[config.mk]
export PLATFORM = sky130hd
export DESIGN_NAME = serial_link_mode_test_control
export DESIGN_NICKNAME = d
export VERILOG_FILES = /design/src/design/link_mode_pkg.sv /design/src/design/pattern_source.sv /design/src/design/serial_link_mode_test_control.sv
export SDC_FILE = /design/constraint.sdc
export NUM_CORES = 1
export LEC_CHECK = 0
export BUFFER_PORTS_ARGS = -buffer_cell sky130_fd_sc_hd__buf_2
export CORE_ASPECT_RATIO = 1.4
export CORE_UTILIZATION = 53
export DETAILED_ROUTE_END_ITERATION = 7
export MAX_ROUTING_LAYER = met4
export PLACE_DENSITY_LB_ADDON = 0.25
export SYNTH_ARGS = -nofsm -noshare
export SYNTH_HDL_FRONTEND = slang
export SYNTH_HIERARCHICAL = 1
export SYNTH_SLANG_ARGS = --single-unit
export TNS_END_PERCENT = 10
[constraint.sdc]
create_clock -name i_clk -period 2.04 [get_ports i_clk]
set_input_delay 0.102 -clock i_clk [delete_from_list [all_inputs] [get_ports i_clk]]
set_output_delay 0.102 -clock i_clk [all_outputs]
set_load 0.005 [all_outputs]
[src/design/link_mode_pkg.sv]
// Constants for the serial link mode and test control block.
package link_mode_pkg;
    localparam logic [11:0] ADDR_SYNC_CODING  = 12'h572;
    localparam logic [11:0] ADDR_SUM_TEST     = 12'h573;
    localparam logic [11:0] ADDR_ALIGN_DELAY  = 12'h574;
    localparam logic [11:0] ADDR_PHASE_OFFSET = 12'h578;
    localparam logic [11:0] ADDR_DEVICE_ID    = 12'h580;
    localparam logic [7:0]  RESET_VALUE       = 8'h00;
    // Field positions.
    localparam int SYNC_MODE_HI  = 7;
    localparam int SYNC_MODE_LO  = 6;
    localparam int SYNC_INV_BIT  = 5;
    localparam int SYNC_TYPE_BIT = 4;
    localparam int BYPASS_BIT    = 2;
    localparam int BIT_INV_BIT   = 1;
    localparam int SUM_MODE_HI   = 7;
    localparam int SUM_MODE_LO   = 6;
    localparam int INJ_HI        = 5;
    localparam int INJ_LO        = 4;
    localparam int PAT_HI        = 3;
    localparam int PAT_LO        = 0;
    localparam int DLY_HI        = 7;
    localparam int DLY_LO        = 4;
    localparam int LTEST_HI      = 2;
    localparam int LTEST_LO      = 0;
    localparam logic [1:0] SYNC_NORMAL     = 2'h0;
    localparam logic [1:0] SYNC_FORCE_CGS  = 2'h2;
    localparam logic [1:0] SYNC_FORCE_ILAS = 2'h3;
    localparam logic [1:0] SUM_REGS        = 2'h0;
    localparam logic [1:0] SUM_FIELDS      = 2'h1;
    localparam logic [1:0] INJ_SAMPLE      = 2'h0;
    localparam logic [1:0] INJ_ENCODED     = 2'h1;
    localparam logic [3:0] PAT_NORMAL      = 4'h0;
    localparam logic [3:0] PAT_CHECKER     = 4'h1;
    localparam logic [3:0] PAT_TOGGLE      = 4'h2;
    localparam logic [3:0] PAT_PN31        = 4'h3;
    localparam logic [3:0] PAT_PN23        = 4'h4;
    localparam logic [3:0] PAT_PN15        = 4'h5;
    localparam logic [3:0] PAT_PN9         = 4'h6;
    localparam logic [3:0] PAT_USER_REPEAT = 4'he;
    localparam logic [3:0] PAT_USER_ONCE   = 4'hf;
    localparam logic [31:0] PN_SEED        = 32'hffffffff;
    typedef enum logic [1:0] {
        ST_CGS  = 2'b00,
        ST_WAIT = 2'b01,
        ST_ILAS = 2'b11,
        ST_DATA = 2'b10
    } link_state_t;
endpackage

[src/design/pattern_source.sv]
// Test word generator: fixed patterns, PN sequences and user pattern.
`timescale 1ns/10ps
module pattern_source
    import link_mode_pkg::*;
#(
    parameter int W = 16
) (
    input  wire logic         i_clk,
    input  wire logic         i_rst_n,
    input  wire logic         i_adv,
    input  wire logic [3:0]   i_pattern,
    input  wire logic [W-1:0] i_user_word,
    input  wire logic         i_user_last,
    output logic              o_user_done,
    output logic [W-1:0]      o_word
);
    logic [30:0]  lfsr_q, lfsr_d;
    logic         phase_q, phase_d;
    logic         done_q, done_d;
    logic [3:0]   pat_q, pat_d;
    logic [W-1:0] word_q, word_d;

    // Advances a Fibonacci register of length len with taps at len and tap.
    function automatic logic [30:0] pn_step(input logic [30:0] s, input int len, input int tap);
        logic [30:0] r;
        logic        fb;
        r  = s;
        fb = s[len-1] ^ s[tap-1];
        r  = {s[29:0], fb};
        r  = r & ((31'h1 << len) - 31'h1);
        return r;
    endfunction

    always_comb begin
        lfsr_d  = lfsr_q;
        phase_d = phase_q;
        done_d  = done_q;
        pat_d   = i_pattern;
        word_d  = word_q;
        if (pat_q != i_pattern) begin
            lfsr_d  = PN_SEED[30:0];
            done_d  = 1'b0;
            phase_d = 1'b0;
        end else if (i_adv) begin
            phase_d = ~phase_q;
            unique case (i_pattern)
                PAT_CHECKER: word_d = phase_q ? {(W/2){2'b10}} : {(W/2){2'b01}};
                PAT_TOGGLE:  word_d = phase_q ? '1 : '0;
                PAT_PN31: begin
                    lfsr_d = pn_step(lfsr_q, 31, 28);
                    word_d = W'(lfsr_q);
                end
                PAT_PN23: begin
                    lfsr_d = pn_step(lfsr_q, 23, 18);
                    word_d = W'(lfsr_q);
                end
                PAT_PN15: begin
                    lfsr_d = pn_step(lfsr_q, 15, 14);
                    word_d = W'(lfsr_q);
                end
                PAT_PN9: begin
                    lfsr_d = pn_step(lfsr_q, 9, 5);
                    word_d = W'(lfsr_q);
                end
                PAT_USER_REPEAT: word_d = i_user_word;
                PAT_USER_ONCE: begin
                    word_d = done_q ? '0 : i_user_word;
                    if (i_user_last)
                        done_d = 1'b1;
                end
                default: word_d = '0;
            endcase
        end
    end

    always_ff @(posedge i_clk) begin
        if (!i_rst_n) begin
            lfsr_q  <= PN_SEED[30:0];
            phase_q <= 1'b0;
            done_q  <= 1'b0;
            pat_q   <= PAT_NORMAL;
            word_q  <= '0;
        end else begin
            lfsr_q  <= lfsr_d;
            phase_q <= phase_d;
            done_q  <= done_d;
            pat_q   <= pat_d;
            word_q  <= word_d;
        end
    end

    assign o_word      = word_q;
    assign o_user_done = done_q;
endmodule // pattern_source

[src/design/serial_link_mode_test_control.sv]
// Link mode registers, sync handling, alignment start and test data injection.
`timescale 1ns/10ps

module serial_link_mode_test_control
    import link_mode_pkg::*;
#(
    parameter int W = 16
) (
    input  wire logic         i_clk,
    input  wire logic         i_rst_n,
    input  wire logic         i_wr,
    input  wire logic         i_rd,
    input  wire logic [11:0]  i_addr,
    input  wire logic [7:0]   i_wdata,
    output logic [7:0]        o_rdata,
    input  wire logic [4:0]   i_frames_field,
    input  wire logic [7:0]   i_cfg_reg_sum,
    input  wire logic [7:0]   i_cfg_field_sum,
    input  wire logic         i_sync_request_input,
    input  wire logic         i_frame_tick,
    input  wire logic [W-1:0] i_sample,
    input  wire logic [9:0]   i_enc_word,
    input  wire logic [W-1:0] i_user_word,
    input  wire logic         i_user_last,
    output logic [7:0]        o_checksum,
    output logic [W-1:0]      o_sample,
    output logic [9:0]        o_enc_word,
    output logic              o_send_cgs,
    output logic              o_send_ilas,
    output logic              o_send_data,
    output logic              o_sync_cmos,
    output logic              o_coding_bypass,
    output logic              o_coding_invert,
    output logic [2:0]        o_link_test,
    output logic [7:0]        o_phase_offset,
    output logic [7:0]        o_device_id,
    output logic              o_multiframe_edge,
    output logic              o_user_done
);
    logic [7:0] sync_input_and_coding_control_q, sync_input_and_coding_control_d;
    logic [7:0] checksum_and_test_pattern_select_q, checksum_and_test_pattern_select_d;
    logic [7:0] alignment_delay_and_link_test_q, alignment_delay_and_link_test_d;
    logic [7:0] multiframe_phase_offset_q, multiframe_phase_offset_d;
    logic [7:0] link_device_identifier_q, link_device_identifier_d;
    logic [7:0] rdata_q, rdata_d;
    logic [7:0] checksum_q, checksum_d;
    logic [W-1:0] sample_q, sample_d;
    logic [9:0]   enc_q, enc_d;
    logic       sync_m_q, sync_s_q;
    logic       req_q, req_d;
    logic [4:0] frame_cnt_q, frame_cnt_d;
    logic [3:0] mf_cnt_q, mf_cnt_d;
    link_state_t state_q, state_d;
    logic       mf_edge;
    logic       req_raw;
    logic       test_on;
    logic [1:0] sync_mode;
    logic [W-1:0] test_word;

    assign sync_mode = sync_input_and_coding_control_q[SYNC_MODE_HI:SYNC_MODE_LO];
    assign test_on   = checksum_and_test_pattern_select_q[PAT_HI:PAT_LO] != PAT_NORMAL;

    pattern_source #(.W(W)) u_pattern (
        .i_clk       (i_clk),
        .i_rst_n     (i_rst_n),
        .i_adv       (i_frame_tick),
        .i_pattern   (checksum_and_test_pattern_select_q[PAT_HI:PAT_LO]),
        .i_user_word (i_user_word),
        .i_user_last (i_user_last),
        .o_user_done (o_user_done),
        .o_word      (test_word)
    );

    // Register writes and read-back.
    always_comb begin
        sync_input_and_coding_control_d    = sync_input_and_coding_control_q;
        checksum_and_test_pattern_select_d = checksum_and_test_pattern_select_q;
        alignment_delay_and_link_test_d    = alignment_delay_and_link_test_q;
        multiframe_phase_offset_d          = multiframe_phase_offset_q;
        link_device_identifier_d           = link_device_identifier_q;
        rdata_d                            = rdata_q;
        if (i_wr) begin
            unique case (i_addr)
                ADDR_SYNC_CODING:  sync_input_and_coding_control_d    = i_wdata & 8'hf6;
                ADDR_SUM_TEST:     checksum_and_test_pattern_select_d = i_wdata;
                ADDR_ALIGN_DELAY:  alignment_delay_and_link_test_d    = i_wdata & 8'hf7;
                ADDR_PHASE_OFFSET: multiframe_phase_offset_d          = i_wdata & 8'h1f;
                ADDR_DEVICE_ID:    link_device_identifier_d           = i_wdata;
                default: ;
            endcase
        end
        if (i_rd) begin
            unique case (i_addr)
                ADDR_SYNC_CODING:  rdata_d = sync_input_and_coding_control_q;
                ADDR_SUM_TEST:     rdata_d = checksum_and_test_pattern_select_q;
                ADDR_ALIGN_DELAY:  rdata_d = alignment_delay_and_link_test_q;
                ADDR_PHASE_OFFSET: rdata_d = multiframe_phase_offset_q;
                ADDR_DEVICE_ID:    rdata_d = link_device_identifier_q;
                default:           rdata_d = 8'h00;
            endcase
        end
    end

    // Checksum, injection and alignment sequencing.
    always_comb begin
        unique case (checksum_and_test_pattern_select_q[SUM_MODE_HI:SUM_MODE_LO])
            SUM_REGS:   checksum_d = i_cfg_reg_sum;
            SUM_FIELDS: checksum_d = i_cfg_field_sum;
            default:    checksum_d = i_cfg_reg_sum;
        endcase
        sample_d = i_sample;
        enc_d    = i_enc_word;
        if (test_on) begin
            unique case (checksum_and_test_pattern_select_q[INJ_HI:INJ_LO])
                INJ_SAMPLE:  sample_d = test_word;
                INJ_ENCODED: enc_d    = test_word[9:0];
                default:     sample_d = test_word;
            endcase
        end
        // Polarity bit 0 means the request is asserted low.
        req_raw = sync_input_and_coding_control_q[SYNC_INV_BIT] ? sync_s_q : ~sync_s_q;
        req_d   = req_raw;
        mf_edge = i_frame_tick && (frame_cnt_q == i_frames_field);
        frame_cnt_d = frame_cnt_q;
        if (i_frame_tick)
            frame_cnt_d = mf_edge ? 5'h00 : frame_cnt_q + 5'h01;
        mf_cnt_d = mf_cnt_q;
        state_d  = state_q;
        unique case (state_q)
            ST_CGS: begin
                mf_cnt_d = 4'h0;
                if (!req_q)
                    state_d = ST_WAIT;
            end
            ST_WAIT: begin
                if (req_q)
                    state_d = ST_CGS;
                else if (mf_edge) begin
                    if (mf_cnt_q == alignment_delay_and_link_test_q[DLY_HI:DLY_LO])
                        state_d = ST_ILAS;
                    else
                        mf_cnt_d = mf_cnt_q + 4'h1;
                end
            end
            ST_ILAS: begin
                if (req_q)
                    state_d = ST_CGS;
                else if (mf_edge)
                    state_d = ST_DATA;
            end
            ST_DATA: begin
                if (req_q)
                    state_d = ST_CGS;
            end
        endcase
        // Ignore modes hold the sequencer in the forced state.
        if (sync_mode == SYNC_FORCE_CGS)
            state_d = ST_CGS;
        else if (sync_mode == SYNC_FORCE_ILAS)
            state_d = ST_ILAS;
    end

    always_ff @(posedge i_clk) begin
        if (!i_rst_n) begin
            sync_input_and_coding_control_q    <= RESET_VALUE;
            checksum_and_test_pattern_select_q <= RESET_VALUE;
            alignment_delay_and_link_test_q    <= RESET_VALUE;
            multiframe_phase_offset_q          <= RESET_VALUE;
            link_device_identifier_q           <= RESET_VALUE;
            rdata_q     <= 8'h00;
            checksum_q  <= 8'h00;
            sample_q    <= '0;
            enc_q       <= 10'h000;
            sync_m_q    <= 1'b1;
            sync_s_q    <= 1'b1;
            req_q       <= 1'b1;
            frame_cnt_q <= 5'h00;
            mf_cnt_q    <= 4'h0;
            state_q     <= ST_CGS;
        end else begin
            sync_input_and_coding_control_q    <= sync_input_and_coding_control_d;
            checksum_and_test_pattern_select_q <= checksum_and_test_pattern_select_d;
            alignment_delay_and_link_test_q    <= alignment_delay_and_link_test_d;
            multiframe_phase_offset_q          <= multiframe_phase_offset_d;
            link_device_identifier_q           <= link_device_identifier_d;
            rdata_q     <= rdata_d;
            checksum_q  <= checksum_d;
            sample_q    <= sample_d;
            enc_q       <= enc_d;
            sync_m_q    <= i_sync_request_input;
            sync_s_q    <= sync_m_q;
            req_q       <= req_d;
            frame_cnt_q <= frame_cnt_d;
            mf_cnt_q    <= mf_cnt_d;
            state_q     <= state_d;
        end
    end

    assign o_rdata           = rdata_q;
    assign o_checksum        = checksum_q;
    assign o_sample          = sample_q;
    assign o_enc_word        = enc_q;
    assign o_send_cgs        = state_q == ST_CGS || state_q == ST_WAIT;
    assign o_send_ilas       = state_q == ST_ILAS;
    assign o_send_data       = state_q == ST_DATA;
    assign o_sync_cmos       = sync_input_and_coding_control_q[SYNC_TYPE_BIT];
    assign o_coding_bypass   = sync_input_and_coding_control_q[BYPASS_BIT];
    assign o_coding_invert   = sync_input_and_coding_control_q[BIT_INV_BIT];
    assign o_link_test       = alignment_delay_and_link_test_q[LTEST_HI:LTEST_LO];
    assign o_phase_offset    = multiframe_phase_offset_q;
    assign o_device_id       = link_device_identifier_q;
    assign o_multiframe_edge = mf_edge;
endmodule // serial_link_mode_test_control

* Word level (Yosys, flattened, before mapping)
Index checks and enable logic that the tools add are counted.
** Storage, ports and cells
- Bits of input ports :: 90
- Logic and storage cells :: 106
- Output and inout bits :: 69
- Flip-flop bits (word level) :: 143
** Operators by class
- Reductions and logical operators :: 19
- Add/subtract/negate cells :: 2
- Eq/ne operators :: 31
- Bitwise operators :: 8
- Multiplexer cells :: 26
** Operators by type and width (count)
- $pmux 31 s4 :: 1
- $mux 16 :: 5
- $pmux 16 s5 :: 1
- $eq 12x11->1 const B :: 5
- $pmux 8 s5 :: 1
- $mux 10 :: 2
- $mux 2 :: 8
- $reduce_and 2->1 :: 7
- $eq 4x3->1 const B :: 3
- $mux 4 :: 3
- $eq 2x2->1 const B :: 4
- $eq 4x2->1 const B :: 2
- $eq 4x4->1 const B :: 2
- $mux 8 :: 1
- $ne 4x4->1 const B :: 2
- $pmux 2 s4 :: 1
- $pmux 4 s2 :: 1
- $reduce_bool 4->1 :: 2
- $eq 2x1->1 const B :: 3
- $ne 2x2->1 const B :: 3
- $add 5x1->5 const B :: 1
- $eq 5x5->1 :: 1
- $mux 5 :: 1
- $reduce_and 5->1 :: 1
- 18 further kinds :: 25

* Logic depth before layout (Yosys ltp)
- Word-level depth :: 6
- Mapped depth :: 7
- Gate-level depth less buffers :: 5

* By module
The synthesis kept the hierarchy.
** By module, submodules not included
- serial_link_mode_test_control :: times used 1, area each 3973.8 um^2, cells an instance 402, seq. area each 1801.7 um^2
- pattern_source :: times used 1, area each 2363.5 um^2, cells an instance 224, seq. area each 1061.0 um^2

* Least setup slack after synthesis
Ideal clock, no wire load.
- Kind :: flip-flop to flip-flop
- Start point :: register checksum_and_test_pattern_select_q[1]
- End point :: register u_pattern.word_q[4], in the netlist u_pattern/o_word[4]
- Buffers on the path :: 3
- Setup time :: 0.117 ns
- Data required time :: 1.923 ns
- Slack :: 0.363 ns
- Period minus slack after synthesis :: 1.677 ns
- Data arrival time :: 1.560 ns
- Cell stages (with the launch flop) :: 8
- Cell sequence :: dfxtp_1 -> buf_6 -> and3_4 -> buf_6 -> and2_4 -> buf_6 -> a221o_1 -> a32o_1
** Between the ends
- Longest elaborated chain between the ends :: 3
- Elaborated cells on any way between the ends :: 13
- Those cells by class :: eq/ne: 9; mux: 1; bitwise: 1; reduce/logical: 2
** Ends and longest elaborated chain
- start, declared :: line serial_link_mode_test_control.sv:41 : logic [7:0] checksum_and_test_pattern_select_q, checksum_and_test_pattern_select_d;
- start signal, assigned :: line serial_link_mode_test_control.sv:182 : checksum_and_test_pattern_select_q <= checksum_and_test_pattern_select_d;
- $eq 4x2->1, or another cell as far along :: line pattern_source.sv:46 : unique case (i_pattern)
- $reduce_or 4->1 (no line) or $not 1->1 (tied branches)
- $pmux 16 s5 or $reduce_and 2->1 (tied branches)
- end signal, assigned :: line pattern_source.sv:88 : word_q <= word_d;
- end, declared :: line pattern_source.sv:21 : logic [W-1:0] word_q, word_d;
Parallel ways exist; a longest one is shown, timed or not.
A chain may end at the register's enable or synchronous reset.

* Worst setup path after layout
- Start point :: register checksum_and_test_pattern_select_q[2]
- End point :: register u_pattern.lfsr_q[0]
** Between the ends
- Longest elaborated chain between the ends :: 3
- Elaborated cells on any way between the ends :: 9
- Those cells by class :: eq/ne: 5; mux: 1; reduce/logical: 3
** Ends and longest elaborated chain
- $eq 4x2->1 or $eq 4x3->1 (tied branches) :: line pattern_source.sv:46
- $reduce_bool 4->1 (no line)
- $reduce_and 2->1 (no line)
- end signal, assigned :: line pattern_source.sv:78 : lfsr_q <= PN_SEED[30:0];
- end signal, assigned :: line pattern_source.sv:84 : lfsr_q <= lfsr_d;
- end, declared :: line pattern_source.sv:17 : logic [30:0] lfsr_q, lfsr_d;
Parallel ways exist; a longest one is shown, timed or not. The select of a mux whose other input is x is not followed.

==> summary.md <==
• **placed cell areas** 7240 um^2
• **Vias/cell** 5.78
• **leading cell types in the layout, fill and taps excluded** sky130_fd_sc_hd__buf_2, sky130_fd_sc_hd__dfxtp_1, sky130_fd_sc_hd__mux2i_1
• **DRC violation total after the first TritonRoute iteration** 285
• **initial antenna violation count** 0
• **max-cap violations** 0
• **Worst-Margin Slew** 0.828 ns
• **number of enable-type register cells in the synthesized netlist** 0
• **clock-pin slew on the worst setup and hold paths** 0.06 ns
• **part of the Yosys area used for sequential elements** 45.2%
• **htree depth** 4
• **total iterations of the first detailed-routing run** 5
• **final number of setup-violating endpoints** 0
• **setup repair after global routing missed its margin** false
• **Clock Latency Late Sink** 0.41 ns
• **number of clock buffers inserted by TritonCTS** 17
• **total length of routed wires** 17600 um
• **core box area** 11500 um^2
• **DR WL/cell** 17.8 um
• **CP arrival** 2.20 ns
• **Startpoint Class** flop
• **Via Count** 5708
• **dominant cell type by area after synthesis** sky130_fd_sc_hd__dfxtp_1
• **Max-Slew Margin vs Limit** 44.4%
• **category of the critical setup timing path** reg2reg
• **Root Driver** sky130_fd_sc_hd__clkbuf_16
• **clock period minus worst slack** 1.91 ns
• **final count of hold timing violations** 0
• **hpwl dp** 11700 um
• **Layout Skew** 0.00758 ns
• **post-placement worst setup slack** -0.0739 ns
• **layout net count** 923
• **layout cells sized above 1** 28.3%
• **number of cell rows** 46
• **final-report max-slew violation count** 0
• **Synthesis Warnings** 6
• **remaining antenna violation count after routing** 0
• **number of global-route vias before repair** 5591
• **total number of clock tree sinks** 143
• **netlist area before placement** 6340 um^2
• **data required time of the critical path** 2.34 ns
• **peak supply drop** 0.553 mV
• **number of cells after detailed placement** 904
• **starting density of the core** 55.1%
• **final worst slack** 0.131 ns
• **Setup Fix Bufs, Post-CTS** 0
• **largest net degree at the start of global routing** 36
• **critical path endpoint category** flop
• **placer congestion estimate** 0.871
• **cell with the largest stage delay on the worst path** sky130_fd_sc_hd__dfxtp_1
• **post-route total power** 6.67 mW
• **worst path cell trace** xnor2_1 > and4_2 > nand2_1 > buf_4 > a221o_1
• **residual DRC count** 0
• **hold crit path type** in2reg
• **cells after synthesis** 626
• **fraction of synthesis flops using an asynchronous set or reset pin** 0%
• **total routing resource utilization after global routing** 29.6%
• **top fanout value on the critical path** 24
• **Yosys top cell area share** 45.2%
• **number of distinct library cell variants in the gate-level netlist after synthesis** 63
• **number of input and output port buffers inserted** 155
• **Syn-to-layout area delta** 33.1%
• **Cell Pwr Density** 791 nW/um^2
• **# fillers** 838
• **mean area per synthesized cell** 10.1 um^2
• **CTS tree** built
• **number of standard cells in the final layout excluding fillers** 988
• **worst-case clock buffer depth** 2
• **final std cell area, no fill** 8440 um^2
• **final global-route overflow total** 0
• **chip width** 94.4 um
• **first-pass GRT wire length** 27700 um
• **ranking of synthesized cells by area** sky130_fd_sc_hd__dfxtp_1, sky130_fd_sc_hd__mux2i_1, sky130_fd_sc_hd__nor2b_1, sky130_fd_sc_hd__a221o_1, sky130_fd_sc_hd__nand3_1
• **total die area** 12400 um^2
• **outcome** completed
• **primary flip-flop cell chosen by synthesis mapping** sky130_fd_sc_hd__dfxtp_1
• **register bit total from synthesis** 143
• **most frequent standard cell in the layout excluding fill and tap cells** sky130_fd_sc_hd__buf_2
• **Top Ports** 159
• **antenna diode count** 0
• **P_leak** 3.48 nW
• **fraction of the cycle the final worst path needs** 93.6%
• **Die Y-Extent** 131 um
• **stage delay of the slowest cell on the critical path** 0.56 ns
• **max frequency** 524 MHz
## cells by family (layout without fill, tap and decap cells)
| logic type | count (synthesis) | after routing | synth area share, % |
|---|---|---|---|
| other | 1 | 3 | 0.0592 |
| adder cells (fa/ha/maj) | 2 | 2 | 0.395 |
| AND/OR/NAND/NOR | 194 | 194 | 17.7 |
| flip-flops | 143 | 143 | 45.2 |
| XOR/XNOR | 26 | 26 | 3.59 |
| buffers and inverters | 54 | 270 | 4.40 |
| AO/OA/AOI/OAI | 141 | 141 | 18.3 |
| multiplexers | 65 | 65 | 10.4 |
## area by class of cell
type / instances / area [um^2] / area share (%)
inverters: 9 / 33.8 / 0.400
clock buffers: 24 / 502 / 5.95
repair buffers: 229 / 1470 / 17.5
flip-flops and latches: 143 / 2860 / 34.0
clock inverters: 8 / 150 / 1.78
well taps: 144 / 180 / 2.14
multi-input cells: 431 / 3230 / 38.3
## where the power goes
group / internal, mW / total [mW] / switching, mW
Sequential: 2.84 / 2.87 / 0.0264
Combinational: 0.227 / 0.427 / 0.199
Clock: 2.22 / 3.38 / 1.16
Total: 5.29 / 6.67 / 1.39
## per-stage QoR
stage                     hold slack [ns]  util, %  TNS (ns)
after global placement              0.292     62.9         0
after detailed placement            0.292     62.9    -0.979
after floorplan                     0.203        -         0
final                              0.0849     73.3         0
after global routing               0.0703     73.3         0
after CTS                          0.0649     73.2         0
## synthesized netlist by cell type, drive strengths merged (2+ instances only)
library cell    n
a21boi         33
a21oi           3
a221o          31
a222oi          3
a22o            2
a22oi           7
a311oi          8
a31o            2
a31oi           5
a32o            8
and2            8
and3            2
buf            23
clkbuf         22
dfxtp         143
ha              2
inv             8
mux2            6
mux2i          59
nand2          43
nand2b          6
nand3          34
nand3b          2
nand4           6
nand4b          2
nor2           19
nor2b          51
nor3            5
nor3b           2
nor4            6
o211ai          9
o21a           10
o21ai          13
o22ai           2
or3b            2
xnor2          13
xor2           13
## path summary, 6_finish.rpt
path | start | end | slack, ns | cells past startpoint
setup / recovery | checksum_and_test_pattern_select_q[2] | u_pattern/lfsr_q[0] | 0.13 | 5
hold / removal | i_user_word[4] | u_pattern/o_word[4] | 0.08 | 3
setup reg to reg | checksum_and_test_pattern_select_q[2] | u_pattern/lfsr_q[0] | 0.13 | 5
hold reg to reg | sync_m_q | sync_s_q | 0.45 | 1
## worst max-delay path, delay by kind of cell (launching register included)
| kind | cells | cell delay (ns) |
|---|---|---|
| xor+xnor | 1 | 0.21 |
| simple gates | 2 | 0.49 |
| flops | 1 | 0.56 |
| buf+inv | 1 | 0.24 |
| compound gates | 1 | 0.28 |
## flip-flops by register name, summed over array words and instances, names as in the netlist
signal	count
o_enc_word	10
u_pattern/pat_q	4
checksum_and_test_pattern_select_q	8
o_phase_offset	5
o_device_id	8
alignment_delay_and_link_test_q	7
u_pattern/o_user_done	1
u_pattern/phase_q	1
frame_cnt_q	5
o_checksum	8
sync_m_q	1
o_sample	16
sync_s_q	1
mf_cnt_q	4
sync_input_and_coding_control_q	6
req_q	1
u_pattern/o_word	16
u_pattern/lfsr_q	31
state_q	2
o_rdata	8
## per-layer routing
metal	share of wire, %	wire, um	track usage, %	up-vias
met3	5.7	994	5.84	53
met1	39	6820	33.5	2735
li1	-	-	-	2690
met4	3.4	604	12.6	0
met2	52	9150	49.8	230
met5	0	0	-	-
## repair_timing
| item | CTS | global route |
|---|---|---|
| hold endpoints to repair | 55 | 0 |
| endpoints found under the setup margin | 26 | 51 |
| pin swaps | 0 | 0 |
| hold buffers | 52 | 0 |
| gates resized for setup | 2 | 4 |
Power figures use the tool's default switching activity.
